<file path="config.mk">
export PLATFORM = sky130hd
export DESIGN_NAME = dual_alarm_monitor
export DESIGN_NICKNAME = d
export VERILOG_FILES = /design/src/hw/dual_alarm_monitor.v
export VERILOG_INCLUDE_DIRS = /design/src /design/src/hw
export SDC_FILE = /design/constraint.sdc
export NUM_CORES = 1
export LEC_CHECK = 0
export ABC_AREA = 1
export ABC_CLOCK_PERIOD_IN_PS = 4700
export BUFFER_PORTS_ARGS = -buffer_cell sky130_fd_sc_hd__buf_4
export CORE_MARGIN = 4
export CORE_UTILIZATION = 40
export DETAILED_ROUTE_END_ITERATION = 7
export PLACE_DENSITY = 0.66
export SKIP_CTS_REPAIR_TIMING = 1
export SYNTH_ARGS = -nofsm -noshare
export SYNTH_HDL_FRONTEND = slang
export SYNTH_SLANG_ARGS = --single-unit
export TNS_END_PERCENT = 50
</file>
<file path="constraint.sdc">
create_clock -name ref_clk -period 4.7 [get_ports ref_clk]
set_clock_uncertainty 0.2 [all_clocks]
set_input_delay 0 -clock ref_clk [delete_from_list [all_inputs] [get_ports ref_clk]]
set_output_delay 0 -clock ref_clk [all_outputs]
set_load 0.02 [all_outputs]
</file>
<file path="src/hw/alarm_monitor_defs.vh">
// constants for the dual alarm monitor: register offsets, fields, resets
// assumes byte addressing on a 32-bit avalon-mm slave, one register per word
`ifndef ALARM_MONITOR_DEFS_VH
`define ALARM_MONITOR_DEFS_VH

// ----------------------------------------
// register byte offsets
// ----------------------------------------
`define OFS_ALARM_CONTROL      6'h00
`define OFS_ALARM_THRESHOLD_1  6'h04
`define OFS_ALARM_THRESHOLD_2  6'h08
`define OFS_ALARM_SAMPLE_CNT_1 6'h0C
`define OFS_ALARM_SAMPLE_CNT_2 6'h10
`define OFS_SAMPLE_PERIOD      6'h14
`define OFS_DIAG_STATUS        6'h18
`define OFS_IRQ_STATUS         6'h1C
`define OFS_IRQ_MASK           6'h20

// ----------------------------------------
// reset values
// ----------------------------------------
`define RST_ALARM_CONTROL      16'h0000
`define RST_ALARM_THRESHOLD    16'h0000
`define RST_ALARM_SAMPLE_CNT   16'h0000
`define RST_SAMPLE_PERIOD      16'h0001

// ----------------------------------------
// control fields
// ----------------------------------------
`define CTL_SRC2_HI    15
`define CTL_SRC2_LO    12
`define CTL_SRC1_HI    11
`define CTL_SRC1_LO    8
`define CTL_ROC2       7
`define CTL_ROC1       6
`define CTL_FILTER     4
`define CTL_OUT_EN     2
`define CTL_OUT_POL    1
`define CTL_OUT_SEL    0

// ----------------------------------------
// threshold and status fields
// ----------------------------------------
`define THR_DIR        15
`define THR_VAL_HI     13
`define DIAG_ALARM1    8
`define DIAG_ALARM2    9

// ----------------------------------------
// source codes
// ----------------------------------------
`define SRC_DISABLE    4'h0
`define SRC_LAST       4'hB
`define SRC_COUNT      12

`endif

</file>
<file path="src/hw/dual_alarm_monitor.v">
// dual alarm monitor: two threshold / rate-of-change alarms on sensor data
// assumes sensor words arrive on one flat bus and sample_strobe marks each
// new sample set; registers reached over avalon-mm with waitrequest
//
// Summary of operation
// - two alarm channels run independently with their own source, threshold, sample-count and rate-mode settings.
// - a 4-bit source code picks disable, supply, gyro, accel, temps or aux input.
// - alarm 2 source is control bits 15:12 and alarm 1 source bits 11:8.
// - threshold bit 15 set fires above the threshold, clear fires below it.
// - threshold bits 13:0 hold the trigger value in the source format, bit 14 unused.
// - sample-count bits 7:0 give the rate window, 0 and 1 both meaning one sample.
// - the rate window is the sample count times the configured sample period.
// - control bit 7 puts alarm 2 and bit 6 alarm 1 into rate-of-change mode.
// - control bit 4 chooses filtered data, applied before the comparison.
// - control bits 2,1,0 enable the indicator, set its polarity and pick its line.
// - diagnostic status bit 9 shows alarm 2 and bit 8 alarm 1 active.
// - reading diagnostic status clears its flags, which set again next sample.
//
// The placing of the registers and the Avalon-MM interface to the registers were chosen for this implementation.
`timescale 1ns/100ps
`include "alarm_monitor_defs.vh"

module dual_alarm_monitor #(
    parameter DATA_W = 14,
    parameter CNT_W  = 8
) (
    // clock and reset
    input  wire                        ref_clk,
    input  wire                        rst_n,
    // avalon-mm slave
    input  wire [5:0]                  avs_address,
    input  wire                        avs_read,
    input  wire                        avs_write,
    input  wire [31:0]                 avs_writedata,
    input  wire [3:0]                  avs_byteenable,
    output reg  [31:0]                 avs_readdata,
    output wire                        avs_waitrequest,
    // sensor data, 12 words of DATA_W, source code n at slot n-1
    input  wire                        sample_strobe,
    input  wire [DATA_W*`SRC_COUNT-1:0] raw_data,
    input  wire [DATA_W*`SRC_COUNT-1:0] filtered_data,
    // indicator lines and interrupt
    output reg                         first_io_line,
    output reg                         first_io_line_oe,
    output reg                         second_io_line,
    output reg                         second_io_line_oe,
    output wire                        irq
);

// ----------------------------------------
// registers
// ----------------------------------------
reg  [15:0]      alarm_control;
reg  [15:0]      alarm_threshold_1;
reg  [15:0]      alarm_threshold_2;
reg  [15:0]      alarm_sample_count_1;
reg  [15:0]      alarm_sample_count_2;
reg  [15:0]      sample_period_setting;
reg  [15:0]      diagnostic_status_word;
reg  [1:0]       irq_status;
reg  [1:0]       irq_mask;
reg              ack;
reg  [15:0]      period_cnt;
wire             period_tick;
wire [1:0]       alarm_now;

// ----------------------------------------
// bus handshake
// ----------------------------------------
// single wait state: request taken on the second edge it is held
assign avs_waitrequest = (avs_read | avs_write) & ~ack;
wire   acc_rd = avs_read & ack;
wire   acc_wr = avs_write & ack;
wire   lo_ok  = avs_byteenable[0];
wire   hi_ok  = avs_byteenable[1];

// ----------------------------------------
// sample period divider
// ----------------------------------------
// one observation tick every sample_period_setting strobes, zero read as one
assign period_tick = sample_strobe &
                     (period_cnt + 16'h0001 >= sample_period_setting);
// a lowered setting takes hold at the next strobe, no wrap needed

always @(posedge ref_clk) begin
    if (!rst_n) begin
        period_cnt <= 16'h0000;
    end else if (period_tick) begin
        period_cnt <= 16'h0000;
    end else if (sample_strobe) begin
        period_cnt <= period_cnt + 16'h0001;
    end
end

// ----------------------------------------
// alarm channels
// ----------------------------------------
// one generate body per channel keeps the two alarms identical
genvar ch;
generate
    for (ch = 0; ch < 2; ch = ch + 1) begin : chan
        wire [15:0]       thr   = (ch == 0) ? alarm_threshold_1 : alarm_threshold_2;
        wire [15:0]       scnt  = (ch == 0) ? alarm_sample_count_1 : alarm_sample_count_2;
        wire [3:0]        src   = (ch == 0) ? alarm_control[`CTL_SRC1_HI:`CTL_SRC1_LO]
                                            : alarm_control[`CTL_SRC2_HI:`CTL_SRC2_LO];
        wire              rate_of_change   = (ch == 0) ? alarm_control[`CTL_ROC1]
                                            : alarm_control[`CTL_ROC2];
        wire              valid = (src != `SRC_DISABLE) && (src <= `SRC_LAST);
        // codes 0 and past the aux input are gated by valid, so an off-bus slot read is never used
        wire [3:0]        slot  = src - 4'h1;
        wire [DATA_W-1:0] raw_w = raw_data[slot*DATA_W +: DATA_W];
        wire [DATA_W-1:0] flt_w = filtered_data[slot*DATA_W +: DATA_W];
        wire [DATA_W-1:0] cur   = alarm_control[`CTL_FILTER] ? flt_w : raw_w;
        wire [CNT_W-1:0]  nsm   = (scnt[CNT_W-1:0] == {CNT_W{1'b0}}) ?
                                  {{(CNT_W-1){1'b0}}, 1'b1} : scnt[CNT_W-1:0];
        // bit 14 ignored, sign taken from the top value bit
        wire signed [DATA_W:0]   thr_s = {thr[`THR_VAL_HI], thr[`THR_VAL_HI:0]};
        reg  [DATA_W-1:0] ref_val;
        reg  [CNT_W-1:0]  win_cnt;
        reg               primed;
        reg               active;
        wire signed [DATA_W:0]   diff  = $signed({cur[DATA_W-1], cur}) -
                                         $signed({ref_val[DATA_W-1], ref_val});
        wire signed [DATA_W:0]   mon   = rate_of_change ? diff : $signed({cur[DATA_W-1], cur});
        wire              hit   = thr[`THR_DIR] ? (mon > thr_s) : (mon < thr_s);
        wire              win_end = period_tick && (win_cnt + 1'b1 >= nsm);

        // ----------------------------------------
        // channel state
        // ----------------------------------------
        always @(posedge ref_clk) begin
            if (!rst_n) begin
                ref_val <= {DATA_W{1'b0}};
                win_cnt <= {CNT_W{1'b0}};
                primed  <= 1'b0;
                active  <= 1'b0;
            end else if (!valid) begin
                win_cnt <= {CNT_W{1'b0}};
                primed  <= 1'b0;
                active  <= 1'b0;
            end else if (!rate_of_change) begin
                primed  <= 1'b0;
                win_cnt <= {CNT_W{1'b0}};
                if (sample_strobe) begin
                    active <= hit;
                end
            end else if (win_end) begin
                // rate compare once per window, then re-arm the reference
                win_cnt <= {CNT_W{1'b0}};
                ref_val <= cur;
                primed  <= 1'b1;
                active  <= primed & hit;
            end else if (period_tick) begin
                win_cnt <= win_cnt + 1'b1;
                if (!primed) begin
                    ref_val <= cur;
                    primed  <= 1'b1;
                    win_cnt <= {CNT_W{1'b0}};
                end
            end
        end
        assign alarm_now[ch] = active;
    end
endgenerate

// ----------------------------------------
// indicator output
// ----------------------------------------
wire any_alarm = |alarm_now;
wire ind_level = any_alarm ^ ~alarm_control[`CTL_OUT_POL];
// lines follow the level while undriven, so enabling shows no stale value

always @(posedge ref_clk) begin
    if (!rst_n) begin
        first_io_line     <= 1'b0;
        first_io_line_oe  <= 1'b0;
        second_io_line    <= 1'b0;
        second_io_line_oe <= 1'b0;
    end else begin
        first_io_line     <= ind_level;
        second_io_line    <= ind_level;
        first_io_line_oe  <= alarm_control[`CTL_OUT_EN] & ~alarm_control[`CTL_OUT_SEL];
        second_io_line_oe <= alarm_control[`CTL_OUT_EN] & alarm_control[`CTL_OUT_SEL];
    end
end

// ----------------------------------------
// register writes and sticky status
// ----------------------------------------
wire diag_rd = acc_rd && (avs_address == `OFS_DIAG_STATUS);
// only the low lane carries the two clear bits
wire [1:0] irq_clr = (acc_wr && (avs_address == `OFS_IRQ_STATUS) && lo_ok) ?
                     avs_writedata[1:0] : 2'b00;
// a new alarm edge beats a software clear in the same cycle
reg  [1:0] alarm_last;
wire [1:0] alarm_rise = alarm_now & ~alarm_last;

// ----------------------------------------
// register writes
// ----------------------------------------
always @(posedge ref_clk) begin
    if (!rst_n) begin
        alarm_control          <= `RST_ALARM_CONTROL;
        alarm_threshold_1      <= `RST_ALARM_THRESHOLD;
        alarm_threshold_2      <= `RST_ALARM_THRESHOLD;
        alarm_sample_count_1   <= `RST_ALARM_SAMPLE_CNT;
        alarm_sample_count_2   <= `RST_ALARM_SAMPLE_CNT;
        sample_period_setting  <= `RST_SAMPLE_PERIOD;
        diagnostic_status_word <= 16'h0000;
        irq_status             <= 2'b00;
        irq_mask               <= 2'b00;
        alarm_last             <= 2'b00;
    end else begin
        alarm_last <= alarm_now;
        irq_status <= (irq_status & ~irq_clr) | alarm_rise;
        // read clears the flags; live alarms set them back on the next sample
        if (diag_rd) begin
            diagnostic_status_word <= 16'h0000;
        end else if (sample_strobe) begin
            diagnostic_status_word[`DIAG_ALARM1] <=
                diagnostic_status_word[`DIAG_ALARM1] | alarm_now[0];
            diagnostic_status_word[`DIAG_ALARM2] <=
                diagnostic_status_word[`DIAG_ALARM2] | alarm_now[1];
        end
        if (acc_wr) begin
            case (avs_address)
                `OFS_ALARM_CONTROL: begin
                    if (lo_ok) alarm_control[7:0] <= avs_writedata[7:0];
                    if (hi_ok) alarm_control[15:8] <= avs_writedata[15:8];
                end
                `OFS_ALARM_THRESHOLD_1: begin
                    if (lo_ok) alarm_threshold_1[7:0] <= avs_writedata[7:0];
                    if (hi_ok) alarm_threshold_1[15:8] <= avs_writedata[15:8] & 8'hBF;
                end
                `OFS_ALARM_THRESHOLD_2: begin
                    if (lo_ok) alarm_threshold_2[7:0] <= avs_writedata[7:0];
                    if (hi_ok) alarm_threshold_2[15:8] <= avs_writedata[15:8] & 8'hBF;
                end
                // count registers keep their upper byte at zero
                `OFS_ALARM_SAMPLE_CNT_1: begin
                    if (lo_ok) alarm_sample_count_1[7:0] <= avs_writedata[7:0];
                end
                `OFS_ALARM_SAMPLE_CNT_2: begin
                    if (lo_ok) alarm_sample_count_2[7:0] <= avs_writedata[7:0];
                end
                `OFS_SAMPLE_PERIOD: begin
                    if (lo_ok) sample_period_setting[7:0] <= avs_writedata[7:0];
                    if (hi_ok) sample_period_setting[15:8] <= avs_writedata[15:8];
                end
                `OFS_IRQ_MASK: begin
                    if (lo_ok) irq_mask <= avs_writedata[1:0];
                end
                default: begin
                end
            endcase
        end
    end
end

// ----------------------------------------
// interrupt output
// ----------------------------------------
// level output straight from registers, no extra cycle of delay
assign irq = |(irq_status & irq_mask);

// ----------------------------------------
// bus answer
// ----------------------------------------
// unmapped offsets and unused bits read zero, except control bits 5 and 3, which read back as written
reg [15:0] next_rdata;

always @* begin
    case (avs_address)
        `OFS_ALARM_CONTROL:      next_rdata = alarm_control;
        `OFS_ALARM_THRESHOLD_1:  next_rdata = alarm_threshold_1;
        `OFS_ALARM_THRESHOLD_2:  next_rdata = alarm_threshold_2;
        `OFS_ALARM_SAMPLE_CNT_1: next_rdata = alarm_sample_count_1;
        `OFS_ALARM_SAMPLE_CNT_2: next_rdata = alarm_sample_count_2;
        `OFS_SAMPLE_PERIOD:      next_rdata = sample_period_setting;
        `OFS_DIAG_STATUS:        next_rdata = diagnostic_status_word;
        `OFS_IRQ_STATUS:         next_rdata = {14'h0000, irq_status};
        `OFS_IRQ_MASK:           next_rdata = {14'h0000, irq_mask};
        default:                 next_rdata = 16'h0000;
    endcase
end

// ----------------------------------------
// wait state and read capture
// ----------------------------------------
// data captured on the waiting edge, so it stands when waitrequest drops
always @(posedge ref_clk) begin
    if (!rst_n) begin
        ack          <= 1'b0;
        avs_readdata <= 32'h00000000;
    end else begin
        ack <= (avs_read | avs_write) & ~ack;
        if ((avs_read | avs_write) & ~ack) begin
            avs_readdata <= {16'h0000, next_rdata};
        end
    end
end

endmodule

</file>
[Word level (Yosys, flattened, before mapping)]
Cells that the tools add are included.
Word-level totals
  flip-flop bits (word level): 170
  bits in latches: 0
  RAM bits: 0
  memory bits (read-only): 0
  input port bits: 383
  output and inout port bits: 38
  logic and storage cells: 156
  memories: 0
Operators by class
  add/subtract/negate cells: 7
  $mul: 2
  divide/modulo/power cells: 0
  order comparisons: 9
  eq/ne operators: 12
  shifts and indexed selects: 4
  muxes and demuxes: 27
  bitwise operators: 26
  reduce and logical (&&, ||, !) cells: 41
Operators by type and width (count)
  $shiftx A168 B9 Y14: 4
  $pmux W16 S9: 1
  $mux W14: 8
  $reduce_and A3 Y1: 13
  $mux W8: 4
  $gt A15 B14 Y1: 2
  $lt A15 B14 Y1: 2
  $mux W15: 2
  $sub A14 B14 Y15: 2
  $eq A6 B5 Y1 const B: 4
  $add A16 B1 Y16 const B: 1
  $add A8 B1 Y8 const B: 2
  $ge A16 B16 Y1: 1
  $ge A8 B8 Y1: 2
  $logic_not A8 Y1: 2
  $mul A4 B3 Y7 const B: 2
  $eq A6 B4 Y1 const B: 2
  $mux W1: 11
  $and A1 B1 Y1: 8
  $le A4 B4 Y1 const B: 2
  $ne A2 B1 Y1 const B: 4
  $not A1 Y1: 8
  $reduce_and A2 Y1: 4
  $reduce_and A4 Y1: 2
  15 further kinds: 35

[Longest topological paths before layout]
  depth after elaboration: 11
  depth in mapped cells: 39
  gate-level depth less buffers: 34

[Worst setup path before layout]
OpenSTA, ideal clock, no wires.
  kind: register to register
  start: reg alarm_control[8]
  end: reg chan[0].active
  library setup time: 0.113 ns
  arrival: 4.393 ns
  slack: -0.006 ns
  cell stages (with the launch flop): 39
  path buffers: 5
  period minus slack after synthesis: 4.706 ns
  cells stage by stage: dfxtp_1 -> buf_2 -> inv_2 -> buf_4 -> buf_2 -> ha_1 -> clkbuf_1 -> inv_1 -> clkbuf_1 -> o21ai_0 -> o21ai_1 -> nand2_1 -> nand2_1 -> inv_1 -> ha_1 -> inv_1 -> fa_1 -> nand3_1 -> [3 not listed] -> inv_1 -> o21bai_1 -> xor2_1 -> nand2_1 -> nand2_1 -> ha_1 -> nand2_1 -> nand2_1 -> nand2_1 -> nand2_1 -> a21oi_1 -> nand3_1 -> nand2_1 -> nand2_1 -> nand3_1 -> nand2_1 -> nand2_1 -> nor2_1
On the way
  cells in the longest elaborated chain, start to end: 11
RTL lines
  from (decl): RTL line dual_alarm_monitor.v:53  | reg [15:0] alarm_control;
  from (signal assigned): RTL line dual_alarm_monitor.v:203  | alarm_control <= `RST_ALARM_CONTROL;
  from (signal assigned): RTL line dual_alarm_monitor.v:229  | if (hi_ok) alarm_control[15:8] <= avs_writedata[15:8];
  $sub A4 B1 Y4: RTL line dual_alarm_monitor.v:110  | wire [3:0] slot = src - 4'h1;
  $mul A4 B3 Y7: RTL line dual_alarm_monitor.v:111, dual_alarm_monitor.v:112
  $shiftx A168 B9 Y14 (on tied branches): RTL line dual_alarm_monitor.v:111, dual_alarm_monitor.v:112
  $mux W14: RTL line dual_alarm_monitor.v:113  | wire [DATA_W-1:0] cur = alarm_control[`CTL_FILTER] ? flt_w : raw_w;
  $sub A14 B14 Y15: RTL line dual_alarm_monitor.v:122  | wire signed [DATA_W:0] diff = $signed({cur[DATA_W-1], cur}) -
  $mux W15: RTL line dual_alarm_monitor.v:124  | wire signed [DATA_W:0] mon = rate_of_change ? diff : $signed({cur[DATA_W-1], cur});
  $lt A15 B14 Y1 or $gt A15 B14 Y1 (tied branches): RTL line dual_alarm_monitor.v:125  | wire hit = thr[`THR_DIR] ? (mon > thr_s) : (mon < thr_s);
  $mux W1: RTL line dual_alarm_monitor.v:125
  $and A1 B1 Y1: RTL line dual_alarm_monitor.v:152  | active <= primed & hit;
  $mux W1: RTL line dual_alarm_monitor.v:147  | end else if (win_end) begin
  $mux W1: RTL line dual_alarm_monitor.v:141  | end else if (!rate_of_change) begin
  to (signal assigned): RTL line dual_alarm_monitor.v:145  | active <= hit;
  to (signal assigned): RTL line dual_alarm_monitor.v:152
  to (decl): RTL line dual_alarm_monitor.v:121  | reg active;
Several ways; a longest one is shown, not always the timed one. The select of a mux whose other input is x is not followed.
A chain may end at the register's enable or synchronous reset.

[Final worst setup path]
Same ends and word-level chain as after synthesis.

==> impl_metrics.py <==
metrics = {
    "synth": {
        "synth_enable_flop_cells": 0,
        "yosys_register_bits": 170,
        "netlist_instances": 2586,
        "synth_sequential_area_ratio_pct": 21.3,
        "synth_warnings": 0,
        "ys_types": 60,
        "post_synth_instance_area_sq_um": 16000,
        "syn-mean-instance-area_sq_um": 6.18,
        "synth_ff_type": "sky130_fd_sc_hd__dfxtp_1",
        "synth_async_sr_flop_share_pct": 0,
    },
    "global_route": {
        "total_global_route_track_usage_pct": 28.8,
        "grt_overflow": 0,
        "number_of_antenna_violations_at_the_first_check_in_global_routing": 1,
        "grt_max_degree": 102,
        "grt_first_pass_wirelength_microns": 101000,
        "grt_pass1_vias": 17800,
    },
    "setup_path": {
        "critPathRequiredTime_ns": 4.83,
        "critPathCaptureType": "flop",
        "cp_slowest_stage_delay_ns": 0.42,
        "worst_path_dominant_cell_family": "simple AND/OR/NAND/NOR gates",
        "timing.setup.critical_path_class": "flop to flop",
        "cp-start-kind": "flop",
        "critical_path_cell_count": 31,
        "cp_max_fo": 8,
        "reg2reg_depth": 31,
        "critPathMostFrequentCell": "sky130_fd_sc_hd__nand2_1",
        "path_buf_inv": 7,
        "critPathSlowestCell": "sky130_fd_sc_hd__fa_2",
        "cp_data_arrival_time_ns": 4.64,
    },
    "die": {
        "die_height_microns": 208,
        "coreArea_sq_um": 39100,
        "die-width_microns": 208,
        "initial_core_util_pct": 40.9,
        "placementRows": 72,
        "design.die.area_sq_um": 43200,
        "boundaryPins": 421,
    },
    "cts": {
        "insertion_delay_ns": 0.44,
        "root_buffer_master": "sky130_fd_sc_hd__clkbuf_16",
        "cts_max_path_buffers": 2,
        "tritoncts_num_sinks": 170,
        "cts.reportedPaths.clkPinSlew_ns": 0.07,
        "cts_tree": "built",
        "cts-buffers-inserted": 17,
        "cts_h_tree_depth": 4,
    },
    "pwr": {
        "power_density_nw_per_um2": 170,
        "p_leak_nw": 10.2,
        "max-vdd-ir-drop_uv": 241,
        "total_power_mw": 3.70,
    },
    "routing": {
        "drt-total-wl_microns": 70300,
        "viasPerCell": 5.49,
        "drt_drc": 0,
        "final_antenna_net_count": 0,
        "routed-via-count": 19400,
        "routedWlPerCell_microns": 19.9,
        "first_iter_violations": 2024,
        "drt_pre_antenna_iters": 5,
    },
    "job": {
        "cap_viol_max_count": 0,
    },
    "placement": {
        "io_buffers": 386,
        "place_congestion": 0.973,
        "hpwlAfterDp_microns": 52100,
        "place_area_sq_um": 19600,
    },
    "sta": {
        "fin_crit_sh_pct": 95.9,
        "worstMarginPinSlew_ns": 0.947,
        "final_hold_viol_count": 4,
        "setup_viol": 0,
        "setup_repair_after_global_routing_missed_its_margin": "yes",
        "slew_headroom_pct": 36.8,
        "period_minus_slack_ns": 4.51,
        "finalMaxSlewViolations": 0,
        "maxClockFrequency_mhz": 222,
        "final.hold.worst_slack_ns": -0.0438,
    },
    "run_status": {
        "failing_checks": "hold timing",
        "outcome": "complete, but fails checks",
    },
    "layout": {
        "syn_to_final_growth_pct": 36.0,
        "multi_input_comb_area_sq_um": 11600,
        "reg_area_sq_um": 3410,
        "final_layout_net_count": 3483,
        "layout_commonest_cell": "sky130_fd_sc_hd__nand2_1",
        "post_route_cells_drive_above_1_share_pct": 24.5,
        "final_design_area_no_fill_sq_um": 21700,
        "layout.cells.most_common_list": "687 x sky130_fd_sc_hd__nand2_1, 474 x sky130_fd_sc_hd__buf_4, 220 x sky130_fd_sc_hd__nand3_1",
        "layout.filler_cells": 3771,
    },
    "worst_hold_path": {
        "worstHoldPathCells": 5,
        "worst_hold_path_type": "input pin to flop",
    },
}
==> cell type report <==
type                            instances  share of cell area, %
Multi-Input combinational cell       2029                   53.2
Inverter                              240                   4.25
Clock buffer                           18                   2.02
Clock inverter                         14                  0.696
Antenna cell                            1                 0.0115
Sequential cell                       170                   15.7
Tap cell                              518                   2.98
Timing Repair Buffer                  537                   21.1
==> registers in the layout (all words and copies together) (netlist names), 2 cells and up <==
name                    count
chan.ref_val               28
irq_mask                    2
alarm_threshold_2          15
diagnostic_status_word      2
alarm_sample_count_1        8
chan.win_cnt               16
alarm_threshold_1          15
alarm_sample_count_2        8
alarm_last                  2
alarm_control              16
sample_period_setting      16
chan.primed                 2
irq_status                  2
chan.active                 2
period_cnt                 16
avs_readdata               16
==> cell families after synthesis <==
kind of cell / synth area share (%)
and+or+nand+nor: 33.0
AOI/OAI and AO/OA: 19.7
buffers and inverters: 11.6
DFF: 21.3
adders and majority gates: 8.31
muxes: 3.88
xor gates and xnor gates: 2.29
other: 0.0235
==> tightest hold or removal path, cell delays in order <==
cell and delay, ns:
sky130_fd_sc_hd__buf_4 0.12, sky130_fd_sc_hd__nand4_1 0.19, sky130_fd_sc_hd__nor2_1 0.06, sky130_fd_sc_hd__inv_1 0.10, sky130_fd_sc_hd__a21oi_1 0.07
==> cell usage after synthesis, types with 12 or more instances <==
cell                       instances  area share [%]
sky130_fd_sc_hd__nand4_1          21            0.82
sky130_fd_sc_hd__or2_1            37             1.4
sky130_fd_sc_hd__mux2i_1          62             3.9
sky130_fd_sc_hd__o22ai_1          27             1.1
sky130_fd_sc_hd__clkbuf_1         53             1.2
sky130_fd_sc_hd__buf_2            51             1.6
sky130_fd_sc_hd__dfxtp_1         170              21
sky130_fd_sc_hd__o21ai_0         167             5.2
sky130_fd_sc_hd__ha_1            103             8.1
sky130_fd_sc_hd__nor2_1          180             4.2
sky130_fd_sc_hd__a31oi_1          18            0.70
sky130_fd_sc_hd__a21oi_1         193             6.0
sky130_fd_sc_hd__nand2_1         718              17
sky130_fd_sc_hd__nand3_1         237             7.4
sky130_fd_sc_hd__o211ai_1         44             2.1
sky130_fd_sc_hd__xor2_1           23             1.3
sky130_fd_sc_hd__buf_6            18             1.3
sky130_fd_sc_hd__o21ai_1          87             2.7
sky130_fd_sc_hd__inv_1           224             5.3
sky130_fd_sc_hd__buf_4            28             1.3
sky130_fd_sc_hd__inv_2            12            0.28
==> worst paths after layout <==
kind | slack (ns) | from | end
setup reg to reg | 0.19 | alarm_control[8] | chan[0].active
hold reg to reg | 0.22 | alarm_last[1] | irq_status[1]
hold / removal | -0.04 | avs_address[5] | irq_mask[0]
setup / recovery | 0.19 | alarm_control[8] | chan[0].active
==> through the flow <==
stage,setup TNS (ns),utilization (%),setup WS [ns],std cells
after detailed placement,-0.187,50.1,-0.187,3441
after global routing,-0.0473,55.6,-0.0278,3527
after floorplan,0,-,0.118,2601
after global placement,-0.154,50.1,-0.154,3441
after CTS,-0.258,51.6,-0.258,3473
final,0,55.6,0.192,3527
==> power breakdown <==
group | total, mW | leakage (nW) | switching (mW) | internal, mW
sequential | 1.46 | 1.37 | 0.00981 | 1.45
clock | 1.47 | 0.292 | 0.699 | 0.772
combinational | 0.776 | 8.53 | 0.415 | 0.361
total | 3.70 | 10.2 | 1.12 | 2.58
==> per-layer routing <==
metal  track usage, %  vias to the layer above  wire length, microns
li1                 -                     9392                     -
met1             38.6                     8954                 30400
met2             47.3                      868                 32200
met3             5.93                      152                  5690
met4             8.24                        0                  2110
met5                0                        -                     0
(Power assumes the default switching activity.)
